### config.mk
export PLATFORM = sky130hd
export DESIGN_NAME = fdx_ctrl
export DESIGN_NICKNAME = d
export VERILOG_FILES = /design/src/design/fdx_pkg.sv /design/src/design/fdx_sync.sv /design/src/design/fdx_ctrl.sv
export SDC_FILE = /design/constraint.sdc
export NUM_CORES = 1
export LEC_CHECK = 0
export BUFFER_PORTS_ARGS = -buffer_cell sky130_fd_sc_hd__buf_2
export CORE_AREA = 3 3 98 100
export DETAILED_ROUTE_END_ITERATION = 7
export DIE_AREA = 0 0 101 103
export PLACE_DENSITY_LB_ADDON = 0.12
export SYNTH_ARGS = -nofsm -noshare
export SYNTH_HDL_FRONTEND = slang
export SYNTH_SLANG_ARGS = --single-unit
### constraint.sdc
create_clock -name pclk -period 2.5 [get_ports pclk]
set_input_delay 0.375 -clock pclk [delete_from_list [all_inputs] [get_ports pclk]]
set_output_delay 0.375 -clock pclk [all_outputs]
set_load 0.005 [all_outputs]
### src/design/fdx_pkg.sv
// Purpose: Shared constants for the chained FIFO pin controller.
// Assumes: pclk runs at 100 MHz.
// Notes: Times are in ns; cycle counts are derived from them.
package fdx_pkg;
  // Clock and data widths.
  localparam int CLK_NS = 10;
  localparam int DATA_W = 9;
  localparam int CNT_W = 8;
  localparam int SYNC_LAT = 3;

  // Register byte offsets.
  localparam logic [7:0] CTRL_OFF = 8'h00;
  localparam logic [7:0] CMD_OFF = 8'h04;
  localparam logic [7:0] WDATA_OFF = 8'h08;
  localparam logic [7:0] RDATA_OFF = 8'h0c;
  localparam logic [7:0] STATUS_OFF = 8'h10;

  // Control fields.
  localparam int CTRL_CHAIN_BIT = 0;
  localparam int CTRL_FIRST_BIT = 1;

  // Command fields, write one to act.
  localparam int CMD_RESET_BIT = 0;
  localparam int CMD_WRITE_BIT = 1;
  localparam int CMD_READ_BIT = 2;
  localparam int CMD_REPLAY_BIT = 3;
  localparam int CMD_CLEAR_BIT = 4;

  // Status fields.
  localparam int ST_BUSY_BIT = 0;
  localparam int ST_FULL_BIT = 1;
  localparam int ST_EMPTY_BIT = 2;
  localparam int ST_HALF_BIT = 3;
  localparam int ST_RDONE_BIT = 4;
  localparam int ST_REFUSED_BIT = 5;

  // Reset values.
  localparam logic [DATA_W-1:0] DATA_RESET = 9'h000;

  // Pin timing in ns.
  localparam int RST_PULSE_NS = 20;
  localparam int RST_REC_NS = 10;
  localparam int WR_PULSE_NS = 20;
  localparam int WR_REC_NS = 10;
  localparam int RD_PULSE_NS = 20;
  localparam int RT_PULSE_NS = 20;
  localparam int FLAG_VALID_NS = 30;

  // Least times round up to whole cycles.
  localparam logic [CNT_W-1:0] RST_PULSE_CNT = CNT_W'((RST_PULSE_NS + CLK_NS - 1) / CLK_NS);
  localparam logic [CNT_W-1:0] RST_REC_CNT = CNT_W'((RST_REC_NS + CLK_NS - 1) / CLK_NS);
  localparam logic [CNT_W-1:0] WR_PULSE_CNT = CNT_W'((WR_PULSE_NS + CLK_NS - 1) / CLK_NS);
  localparam logic [CNT_W-1:0] WR_REC_CNT = CNT_W'((WR_REC_NS + CLK_NS - 1) / CLK_NS);
  localparam logic [CNT_W-1:0] RD_LOW_CNT =
    CNT_W'((RD_PULSE_NS + CLK_NS - 1) / CLK_NS + SYNC_LAT);
  localparam logic [CNT_W-1:0] RT_PULSE_CNT = CNT_W'((RT_PULSE_NS + CLK_NS - 1) / CLK_NS);
  localparam logic [CNT_W-1:0] SETTLE_CNT =
    CNT_W'((FLAG_VALID_NS + CLK_NS - 1) / CLK_NS + SYNC_LAT);
  localparam logic [CNT_W-1:0] ONE_CNT = 8'h01;

  // Sequencer states, one-hot.
  typedef enum logic [8:0] {
    FDX_IDLE = 9'h001,
    FDX_RST_LOW = 9'h002,
    FDX_RST_REC = 9'h004,
    FDX_WR_SETUP = 9'h008,
    FDX_WR_LOW = 9'h010,
    FDX_WR_REC = 9'h020,
    FDX_RD_LOW = 9'h040,
    FDX_RT_LOW = 9'h080,
    FDX_SETTLE = 9'h100
  } fdx_state_type;
endpackage

### src/design/fdx_sync.sv
// Purpose: Three-stage input synchroniser with agreement filter.
// Assumes: Inputs are asynchronous to pclk.
// Notes: The output moves only when the second and third stages agree.
`timescale 1ns/1ps
module fdx_sync #(
  parameter int WIDTH = 1
) (
  // Clock and reset.
  input wire logic pclk,
  input wire logic presetn,
  // Pins and filtered result.
  input wire logic [WIDTH-1:0] din,
  output logic [WIDTH-1:0] dout
);
  // A zero width cannot be served.
  if (WIDTH < 1) begin : g_bad_width
    $error("fdx_sync width must be at least one");
  end

  // One three-flop chain per bit.
  for (genvar i = 0; i < WIDTH; i++) begin : g_bit
    logic s1;
    logic s2;
    logic s3;
    logic out_q;
    logic next_out;

    // Each bit keeps its own result flop, so every process has its own target.
    assign dout[i] = out_q;

    // Stage one feeds stage two only, so metastability never reaches logic.
    always_comb begin
      next_out = (s2 == s3) ? s3 : out_q;
    end

    // Registers of this bit.
    always_ff @(posedge pclk or negedge presetn) begin
      if (!presetn) begin
        s1 <= 1'b0;
        s2 <= 1'b0;
        s3 <= 1'b0;
        out_q <= 1'b0;
      end else begin
        s1 <= din[i];
        s2 <= s1;
        s3 <= s2;
        out_q <= next_out;
      end
    end
  end
endmodule // fdx_sync

### src/design/fdx_ctrl.sv
// Purpose: APB-controlled sequencer that drives a chained FIFO through its pins.
// Assumes: Flag and data pins are asynchronous and pass fdx_sync.
// Notes: One pin operation at a time; pin commands while busy are refused.
//
// The implementer's own choices: the placing of the registers and the APB interface to the registers.
`timescale 1ns/1ps
// Function
// - Pulse reset before the first write.
// - Strobes high around reset release and recovery.
// - Write data stable around rising strobe.
// - Strobes held high during replay pulse.
// - Shared pin: replay, or first-device mark.
// - Chain input low selects single device.
// - Board combines chained empty and full flags.
module fdx_ctrl #(
  parameter int ADDR_W = 8
) (
  // Clock and reset.
  input wire logic pclk,
  input wire logic presetn,
  // APB slave.
  input wire logic psel,
  input wire logic penable,
  input wire logic pwrite,
  input wire logic [ADDR_W-1:0] paddr,
  input wire logic [31:0] pwdata,
  output logic [31:0] prdata,
  output logic pready,
  output logic pslverr,
  // Device control pins.
  output logic reset_in_n,
  output logic write_strobe_n,
  output logic read_strobe_n,
  output logic replay_n,
  output logic chain_in_n,
  output logic [fdx_pkg::DATA_W-1:0] write_data,
  // Device status pins.
  input wire logic [fdx_pkg::DATA_W-1:0] read_data,
  input wire logic buffer_full_n,
  input wire logic buffer_empty_n,
  input wire logic half_level_n
);
  // The offsets need at least five address bits.
  if (ADDR_W < 5 || ADDR_W > 8) begin : g_bad_addr
    $error("fdx_ctrl address width must be 5 to 8");
  end

  localparam int DW = fdx_pkg::DATA_W;

  fdx_pkg::fdx_state_type state, next_state;
  logic [fdx_pkg::CNT_W-1:0] cnt, next_cnt;
  logic chain_mode, next_chain_mode;
  logic first_dev, next_first_dev;
  logic reset_done, next_reset_done;
  logic refused, next_refused;
  logic [DW-1:0] wdata_reg, next_wdata_reg;
  logic [DW-1:0] rdata_reg, next_rdata_reg;
  logic next_reset_in_n, next_write_strobe_n, next_read_strobe_n, next_replay_n;
  logic next_chain_in_n;
  logic [DW-1:0] next_write_data;
  logic [31:0] next_prdata;
  logic next_pready, next_pslverr;
  logic [DW+2:0] sync_out;
  logic full_s, empty_s, half_s;
  logic [7:0] addr;
  logic wr_take, rd_start, busy;

  // Device outputs are asynchronous; in a chain the board combines the flags first.
  fdx_sync #(.WIDTH(DW + 3)) u_sync (
    .pclk(pclk),
    .presetn(presetn),
    .din({half_level_n, buffer_empty_n, buffer_full_n, read_data}),
    .dout(sync_out)
  );

  // Filtered flags turned to active-high meaning.
  assign full_s = !sync_out[DW];
  assign empty_s = !sync_out[DW+1];
  assign half_s = !sync_out[DW+2];
  assign addr = 8'(paddr);
  assign busy = (state != fdx_pkg::FDX_IDLE);
  assign wr_take = psel && penable && pready && pwrite;
  assign rd_start = psel && penable && !pready && !pwrite;

  // Register file, APB answer and pin sequencer.
  always_comb begin
    next_state = state;
    next_cnt = cnt;
    next_chain_mode = chain_mode;
    next_first_dev = first_dev;
    next_reset_done = reset_done;
    next_refused = refused;
    next_wdata_reg = wdata_reg;
    next_rdata_reg = rdata_reg;
    next_reset_in_n = reset_in_n;
    next_write_strobe_n = write_strobe_n;
    next_read_strobe_n = read_strobe_n;
    next_write_data = write_data;
    // One wait state lets the read data come from a register.
    next_pready = psel && penable && !pready;
    next_pslverr = 1'b0;
    next_prdata = prdata;
    if (rd_start) begin
      case (addr)
        fdx_pkg::CTRL_OFF: next_prdata = {30'h0, first_dev, chain_mode};
        fdx_pkg::CMD_OFF: next_prdata = 32'h0;
        fdx_pkg::WDATA_OFF: next_prdata = {23'h0, wdata_reg};
        fdx_pkg::RDATA_OFF: next_prdata = {23'h0, rdata_reg};
        fdx_pkg::STATUS_OFF: next_prdata = {26'h0, refused, reset_done, half_s, empty_s,
                                            full_s, busy};
        default: begin
          next_prdata = 32'h0;
          next_pslverr = 1'b1;
        end
      endcase
    end else if (psel && penable && !pready) begin
      next_pslverr = !(addr == fdx_pkg::CTRL_OFF || addr == fdx_pkg::CMD_OFF ||
                       addr == fdx_pkg::WDATA_OFF || addr == fdx_pkg::RDATA_OFF ||
                       addr == fdx_pkg::STATUS_OFF);
    end
    if (wr_take && addr == fdx_pkg::CTRL_OFF) begin
      next_chain_mode = pwdata[fdx_pkg::CTRL_CHAIN_BIT];
      next_first_dev = pwdata[fdx_pkg::CTRL_FIRST_BIT];
    end
    if (wr_take && addr == fdx_pkg::WDATA_OFF) begin
      next_wdata_reg = pwdata[DW-1:0];
    end
    if (wr_take && addr == fdx_pkg::CMD_OFF && pwdata[fdx_pkg::CMD_CLEAR_BIT]) begin
      next_refused = 1'b0;
    end
    // Sequencer; refusals below come after the clear, so a set wins.
    case (state)
      fdx_pkg::FDX_IDLE: begin
        if (wr_take && addr == fdx_pkg::CMD_OFF) begin
          if (pwdata[fdx_pkg::CMD_RESET_BIT]) begin
            next_reset_in_n = 1'b0;
            next_state = fdx_pkg::FDX_RST_LOW;
            next_cnt = fdx_pkg::RST_PULSE_CNT;
          end else if (pwdata[fdx_pkg::CMD_REPLAY_BIT]) begin
            if (chain_mode) begin
              next_refused = 1'b1;
            end else begin
              next_state = fdx_pkg::FDX_RT_LOW;
              next_cnt = fdx_pkg::RT_PULSE_CNT;
            end
          end else if (pwdata[fdx_pkg::CMD_WRITE_BIT]) begin
            // A full device would ignore the strobe, so the word is refused here.
            if (!reset_done || full_s) begin
              next_refused = 1'b1;
            end else begin
              next_write_data = wdata_reg;
              next_state = fdx_pkg::FDX_WR_SETUP;
              next_cnt = fdx_pkg::ONE_CNT;
            end
          end else if (pwdata[fdx_pkg::CMD_READ_BIT]) begin
            if (empty_s) begin
              next_refused = 1'b1;
            end else begin
              next_read_strobe_n = 1'b0;
              next_state = fdx_pkg::FDX_RD_LOW;
              next_cnt = fdx_pkg::RD_LOW_CNT;
            end
          end
        end
      end
      fdx_pkg::FDX_RST_LOW: begin
        next_cnt = cnt - fdx_pkg::ONE_CNT;
        if (cnt == fdx_pkg::ONE_CNT) begin
          next_reset_in_n = 1'b1;
          next_state = fdx_pkg::FDX_RST_REC;
          next_cnt = fdx_pkg::RST_REC_CNT;
        end
      end
      fdx_pkg::FDX_RST_REC: begin
        next_cnt = cnt - fdx_pkg::ONE_CNT;
        if (cnt == fdx_pkg::ONE_CNT) begin
          next_reset_done = 1'b1;
          next_state = fdx_pkg::FDX_SETTLE;
          next_cnt = fdx_pkg::SETTLE_CNT;
        end
      end
      fdx_pkg::FDX_WR_SETUP: begin
        next_write_strobe_n = 1'b0;
        next_state = fdx_pkg::FDX_WR_LOW;
        next_cnt = fdx_pkg::WR_PULSE_CNT;
      end
      fdx_pkg::FDX_WR_LOW: begin
        next_cnt = cnt - fdx_pkg::ONE_CNT;
        if (cnt == fdx_pkg::ONE_CNT) begin
          next_write_strobe_n = 1'b1;
          next_state = fdx_pkg::FDX_WR_REC;
          next_cnt = fdx_pkg::WR_REC_CNT;
        end
      end
      fdx_pkg::FDX_WR_REC: begin
        next_cnt = cnt - fdx_pkg::ONE_CNT;
        if (cnt == fdx_pkg::ONE_CNT) begin
          next_state = fdx_pkg::FDX_SETTLE;
          next_cnt = fdx_pkg::SETTLE_CNT;
        end
      end
      fdx_pkg::FDX_RD_LOW: begin
        next_cnt = cnt - fdx_pkg::ONE_CNT;
        // The bus is only driven while the strobe is low, so sample before raising it.
        if (cnt == fdx_pkg::ONE_CNT) begin
          next_rdata_reg = sync_out[DW-1:0];
          next_read_strobe_n = 1'b1;
          next_state = fdx_pkg::FDX_SETTLE;
          next_cnt = fdx_pkg::SETTLE_CNT;
        end
      end
      fdx_pkg::FDX_RT_LOW: begin
        next_cnt = cnt - fdx_pkg::ONE_CNT;
        if (cnt == fdx_pkg::ONE_CNT) begin
          next_state = fdx_pkg::FDX_SETTLE;
          next_cnt = fdx_pkg::SETTLE_CNT;
        end
      end
      fdx_pkg::FDX_SETTLE: begin
        // Waiting here lets flags settle and pass the filter before the next check.
        next_cnt = cnt - fdx_pkg::ONE_CNT;
        if (cnt == fdx_pkg::ONE_CNT) begin
          next_state = fdx_pkg::FDX_IDLE;
        end
      end
      default: begin
        next_state = fdx_pkg::FDX_IDLE;
        next_cnt = '0;
      end
    endcase
    // Busy pin commands are refused and leave the pins alone.
    if (busy && wr_take && addr == fdx_pkg::CMD_OFF && |pwdata[3:0]) begin
      next_refused = 1'b1;
    end
    // Shared pin: replay pulse in single mode, first-device mark in chain mode.
    next_replay_n = next_chain_mode ? !next_first_dev : 1'b1;
    if (next_state == fdx_pkg::FDX_RT_LOW) begin
      next_replay_n = 1'b0;
    end
    // Low selects single mode; in chain mode the pin is released for the chain link.
    next_chain_in_n = next_chain_mode;
  end

  // Registers of the whole block.
  always_ff @(posedge pclk or negedge presetn) begin
    if (!presetn) begin
      state <= fdx_pkg::FDX_IDLE;
      cnt <= '0;
      chain_mode <= 1'b0;
      first_dev <= 1'b0;
      reset_done <= 1'b0;
      refused <= 1'b0;
      wdata_reg <= fdx_pkg::DATA_RESET;
      rdata_reg <= fdx_pkg::DATA_RESET;
      reset_in_n <= 1'b1;
      write_strobe_n <= 1'b1;
      read_strobe_n <= 1'b1;
      replay_n <= 1'b1;
      chain_in_n <= 1'b0;
      write_data <= fdx_pkg::DATA_RESET;
      prdata <= 32'h0;
      pready <= 1'b0;
      pslverr <= 1'b0;
    end else begin
      state <= next_state;
      cnt <= next_cnt;
      chain_mode <= next_chain_mode;
      first_dev <= next_first_dev;
      reset_done <= next_reset_done;
      refused <= next_refused;
      wdata_reg <= next_wdata_reg;
      rdata_reg <= next_rdata_reg;
      reset_in_n <= next_reset_in_n;
      write_strobe_n <= next_write_strobe_n;
      read_strobe_n <= next_read_strobe_n;
      replay_n <= next_replay_n;
      chain_in_n <= next_chain_in_n;
      write_data <= next_write_data;
      prdata <= next_prdata;
      pready <= next_pready;
      pslverr <= next_pslverr;
    end
  end
endmodule // fdx_ctrl

==> results of run 1 <==
layout make-up:
class,count,area [µm²],area share
multi-input cells,250,1730,0.327
repair buffers,71,405,0.0765
well taps,108,135,0.0255
flip-flops and latches,111,2780,0.525
clock buffers,10,138,0.0260
clock inverters,6,72.6,0.0137
inverters,9,33.8,0.00637
metrics by stage:
step | total power [mW] | instance area, µm²
after floorplan | 2.35 | 4790
after global placement | 2.54 | 5080
after detailed placement | 2.54 | 5080
after CTS | 3.63 | 5300
after global routing | 3.77 | 5300
final | 3.59 | 5300
critical path, delay by kind of cell, from the launching register on:
kind	cells	cell delay (ns)
DFF	1	0.52
AOI/OAI and AO/OA	3	0.56
and+or+nand+nor	3	1.05
per-layer routing:
metal	GRT usage	vias up	wire, µm
met5	0	-	13
met4	0.0644	2	129
met3	0.0419	14	519
met2	0.314	77	4450
met1	0.265	1561	4220
li1	-	1472	-
worst min path at each step:
stage / endpoint / slack (ns) / cells past startpoint
final: u_sync.g_bit[5].s1 / 0.1 / 1
after global routing: u_sync.g_bit[7].s1 / 0.07 / 1
after CTS: u_sync.g_bit[5].s1 / 0.08 / 1
after detailed placement: u_sync.g_bit[9].s2 / 0.31 / 1
after global placement: u_sync.g_bit[9].s2 / 0.31 / 1
after floorplan: chain_mode / 0.08 / 0
power groups by stage:
stage / Combinational, mW / Sequential (mW) / Clock [mW]
global route: 0.630 / 1.97 / 1.18
finish: 0.557 / 1.95 / 1.08
floorplan: 0.385 / 1.97 / 0
detailed placement: 0.555 / 1.99 / 0
CTS: 0.560 / 1.95 / 1.12
global placement: 0.552 / 1.98 / 0
logic make-up (layout without fill, tap and decap cells):
kind of cell    Yosys count  after routing  synth area share
compound gates           71             71             0.112
fa+ha+maj                14             14            0.0308
flops                   111            111             0.592
other cells               1             23          0.000797
mux                      31             31            0.0739
buf+inv                  46             96            0.0577
simple gates            106            106             0.124
xor+xnor                  5              5           0.00931
cells in the final DEF (no fill, tap or decap), types with 4 or more instances in the layout:
cell type and instances:
a31oi_1 8, nand3_1 9, nor3_1 12, a21oi_1 7, mux2_2 29, o21ai_0 11, nor2_1 21, nand2_1 27
a22o_1 15, nand2b_1 4, a221o_1 6, dfstp_2 5, maj3_1 12, conb_1 23, or2_2 5, o31ai_1 5
dfrtp_1 106, xor2_1 4, inv_1 9, buf_4 12, clkbuf_8 10, buf_2 57
==> impl_metrics.toml, run 1 <==
[synth]
ys_top_cells_by_area = "dfrtp_1 56%, mux2_2 6.9%, buf_4 3.7%"
synth_top_area_frac = 0.564
syn_inst = 385
yosysTopAreaCell = "dfrtp_1"
synth-async-reset-ratio = 1.00
yosys_warnings = 0
ys_dominant_reg_cell = "dfrtp_1"
yosysUniqueCellTypes = 63
synth_seq_cells = 111
ys_top_cells_by_count = "106 x dfrtp_1, 29 x mux2_2, 27 x nand2_1"
synth.most_common_cell = "dfrtp_1"
synth_area_um2 = 4710
ys_seq_area_frac = 0.592
synth_edf_count = 0
syn_area_per_cell_um2 = 12.2

[final_layout]
synthToLayoutAreaGrowth_pct = 12.7
nets = 511
fillCellCount = 753
drive_gt1_frac = 0.289
instances_no_fill = 565
post-route-util = 0.605
antenna_cells = 0

[clock_tree]
cts_tree = "built"
postCtsSetupBuffers = 0
path_clk_slew_ns = 0.11
clock_sinks = 111
post_cts_resized = 0
clockRootBuffer = "clkbuf_8"
cts_hold_buf = 1
cts_buffer_depth = 2
clk_latency_ns = 0.37
h-tree-depth = 3
numCtsBuffers = 9

[sta]
fin_skew_ns = 0.00960
hold_ws_ns = 0.0977
drv_slew = 0
rsz0062_at_grt = "false"
finalSetupViolCount = 0
finalCritPeriodShare = 0.890
max_freq_ghz = 0.449
fin_setup_tns_ns = 0
hold_viol = 0
finalWorstSetupSlack_ns = 0.274
layout_min_cycle_time_ns = 2.23

[critical_path]
cp.required_ns = 2.79
path_max_fanout = 8
timing.rr.end = "cnt[7]"
cp.arrival_ns = 2.51
crit_start = "state[1]"
worstPathCellList = "or2_2 > nor3_2 > a22oi_1 > nor2_1 > a31oi_1 > a31oi_1"
slowest_stage = "dfrtp_1"
r2r_slack_ns = 0.27
start_kind = "register"
end_kind = "register"
worstRegToRegCells = 6
path_class = "reg2reg"
crit_path_end = "cnt[7]"
crit_top_cell = "a31oi_1"
r2r-start = "state[1]"
max_stage_delay_ns = 0.52

[run_status]
status = "finished clean"

[route]
routed_wl_mm = 9.34
drc = 0
via_count = 3126
first_pass_iters = 4
drtIter0Drc = 111
wire_per_inst_um = 16.5
antenna_left = 0
vias_per_cell = 5.53

[placed_design]
place.gp.congestion = 0.868
place.detailed.hpwl_mm = 6.76
portBuffers = 58
dp_slack_ns = 0.308
dp.cells = 548

[worst_hold_path]
min_from = "read_data[5]"
hold_class = "in2reg"

[pwr]
pwr-share-clk = 0.300
peakVddDrop_mv = 0.346
seqPwrFrac = 0.544
intPower_mw = 2.53
p_sw_frac = 0.294
p_switching_mw = 1.05
p_leak_nw = 2.59
powerDensity_nw_per_um2 = 676
pwr-share-comb = 0.155

[global_routing]
grt_pass1_wl_mm = 15.8
first_global_vias = 3127
antenna_found_initial = 1
track_usage = 0.195
grt_overflow = 0
grt_max_degree = 63

[floorplan]
die_w_um = 101
row_count = 34
ios = 105
die-area_um2 = 10400
die_height_um = 103
start_util = 0.537
core_area_um2 = 8760

[run]
maxCapViolations = 0
Power figures use the tool's default switching activity.
==> inputs of run 2 (changes only) <==
--- a/config.mk
+++ b/config.mk
@@ -5,10 +5,11 @@
 export SDC_FILE = /design/constraint.sdc
 export NUM_CORES = 1
 export LEC_CHECK = 0
+export ABC_AREA = 1
 export BUFFER_PORTS_ARGS = -buffer_cell sky130_fd_sc_hd__buf_2
-export CORE_AREA = 3 3 98 100
+export CORE_AREA = 3 3 100 102
 export DETAILED_ROUTE_END_ITERATION = 7
-export DIE_AREA = 0 0 101 103
+export DIE_AREA = 0 0 103 105
 export PLACE_DENSITY_LB_ADDON = 0.12
 export SYNTH_ARGS = -nofsm -noshare
 export SYNTH_HDL_FRONTEND = slang
==> impl_metrics.toml, run 2 <==
[run_status]
status = "finished clean"

[critical_path]
start_kind = "register"
path_max_fanout = 7
path_class = "reg2reg"
cp.arrival_ns = 2.08
end_kind = "register"
cp.required_ns = 2.77

[synth]
synth_xor_area_frac = 0.00885
syn_inst = 531
yosysUniqueCellTypes = 35
synth_mux_area_frac = 0
synth_top_family_by_area = "simple AND/OR/NAND/NOR gates"
syn_area_per_cell_um2 = 9.32
synth-compound-area-share = 0.0837
yosys_warnings = 0
synth_seq_cells = 111
ys_top_cells_by_area = "dfrtp_1 54%, nand2_1 9.9%, inv_1 4.2%"
synth.most_common_cell = "nand2_1"
ys_top_cells_by_count = "131 x nand2_1, 106 x dfrtp_1, 56 x inv_1"
ys_seq_area_frac = 0.563
yosys.area_share.simple = 0.225
synth_edf_count = 0
synth_area_um2 = 4950
ys_dominant_reg_cell = "dfrtp_1"
synth_top_area_frac = 0.536
synth_fa_ha_area_frac = 0.0293
yosysTopAreaCell = "dfrtp_1"
synth-async-reset-ratio = 1.00

[final_layout]
fin_area_um2 = 5500
instances_no_fill = 712
drive_gt1_frac = 0.190
layout_commonest_cell = "nand2_1"
synthToLayoutAreaGrowth_pct = 11.1
antenna_cells = 0
post-route-util = 0.598
fillCellCount = 786
nets = 655
final_cell_mix = "131 x nand2_1, 106 x dfrtp_1, 57 x buf_2"

[clock_tree]
cts_tree = "built"
post_cts_resized = 0
clockRootBuffer = "clkbuf_8"
postCtsSetupBuffers = 0
clock_sinks = 111
clk_latency_ns = 0.37
h-tree-depth = 3
numCtsBuffers = 9
cts_buffer_depth = 2
path_clk_slew_ns = 0.12
cts_hold_buf = 1

[route]
routed_wl_mm = 9.52
drc = 0
drtIter0Drc = 187
wire_per_inst_um = 13.4
via_count = 3600
first_pass_iters = 5
vias_per_cell = 5.06
antenna_left = 0

[sta]
drv_slew = 0
hold_viol = 0
finalCritPeriodShare = 0.725
rsz0062_at_grt = "false"
worst_pin_slew_ns = 0.502
hold_ws_ns = 0.0976
fin_skew_ns = 0.0167
finalWorstSetupSlack_ns = 0.687
slew_headroom = 0.665
fin_setup_tns_ns = 0
finalSetupViolCount = 0
max_freq_ghz = 0.552
layout_min_cycle_time_ns = 1.81

[floorplan]
start_util = 0.538
die_w_um = 103
core_area_um2 = 9200
row_count = 35
die-area_um2 = 10800
die_height_um = 105
ios = 105

[pwr]
p_switching_mw = 0.836
pwr-share-clk = 0.342
p_leak_nw = 2.83
p_sw_frac = 0.264
powerDensity_nw_per_um2 = 575
intPower_mw = 2.33
peakVddDrop_mv = 0.320
finalPower_mw = 3.16
seqPwrFrac = 0.594
pwr-share-comb = 0.064

[global_routing]
antenna_found_initial = 0
grt_overflow = 0
grt_max_degree = 83
track_usage = 0.185
grt_pass1_wl_mm = 15.7
first_global_vias = 3268

[placed_design]
portBuffers = 58
place.detailed.hpwl_mm = 7.04
dp_slack_ns = 0.601
place.gp.congestion = 0.807
post_dp_cell_area_um2 = 5280
dp.cells = 695

[run]
maxCapViolations = 0

[worst_hold_path]
hold_class = "in2reg"
run 2: changes by cell type in the layout (fill, tap and decap cells not counted), sizes merged, moves of 15 or more:
| cell | previous run | this run |
|---|---|---|
| a22o | 15 | 0 |
| inv | 11 | 63 |
| mux2 | 30 | 0 |
| nand2 | 27 | 137 |
| nand3 | 9 | 30 |
| nor2 | 22 | 55 |
| o21ai | 11 | 42 |
run 2: kinds of logic after synthesis:
kind of cell	after synthesis
buf+inv	90
compound gates	72
fa+ha+maj	14
flops	111
xor+xnor	5
other cells	1
simple gates	238
run 2: final timing paths:
path / from / end / slack (ns) / cells after the start
setup / recovery: state[0] / state[7] / 0.69 / 11
hold / removal: read_data[7] / u_sync.g_bit[7].s1 / 0.1 / 1
setup reg to reg: state[0] / state[7] / 0.69 / 11
hold reg to reg: u_sync.g_bit[0].s1 / u_sync.g_bit[0].s2 / 0.36 / 0
max in group asynchronous: presetn / replay_n / 1.27 / 3
min in group asynchronous: presetn / write_data[8] / 0.45 / 2
run 2: layer usage:
metal,GRT usage,wire [µm]
met3,0.0334,608
met5,0,0
met1,0.286,4590
met4,0.0555,121
met2,0.265,4200
run 2: area by class of cell:
| class | instances | area, µm² | share of cell area |
|---|---|---|---|
| flip-flops and latches | 111 | 2780 | 0.506 |
| clock buffers | 9 | 124 | 0.0225 |
| clock inverters | 7 | 85.1 | 0.0155 |
| inverters | 60 | 228 | 0.0414 |
| well taps | 111 | 139 | 0.0253 |
| repair buffers | 62 | 338 | 0.0614 |
| multi-input cells | 352 | 1800 | 0.327 |
run 2: power groups by stage:
stage / Sequential, mW / Combinational, mW / Clock (mW)
2_1_floorplan: 1.91 / 0.137 / 0
3_3_place_gp: 1.91 / 0.198 / 0
3_5_place_dp: 1.91 / 0.204 / 0
4_1_cts: 1.88 / 0.206 / 1.12
5_1_grt: 1.89 / 0.235 / 1.19
6_report: 1.88 / 0.203 / 1.08
run 2: critical path: stages, from the launching register on:
cell and delay [ns]:
dfstp_2 0.61, nor2_4 0.07, nand2_2 0.11, nor2_4 0.05, nand2_1 0.17, nand2_1 0.22
inv_1 0.12, nand3_2 0.10, nand2_1 0.11, nand2_1 0.07, nand2_1 0.05, nand2_1 0.04
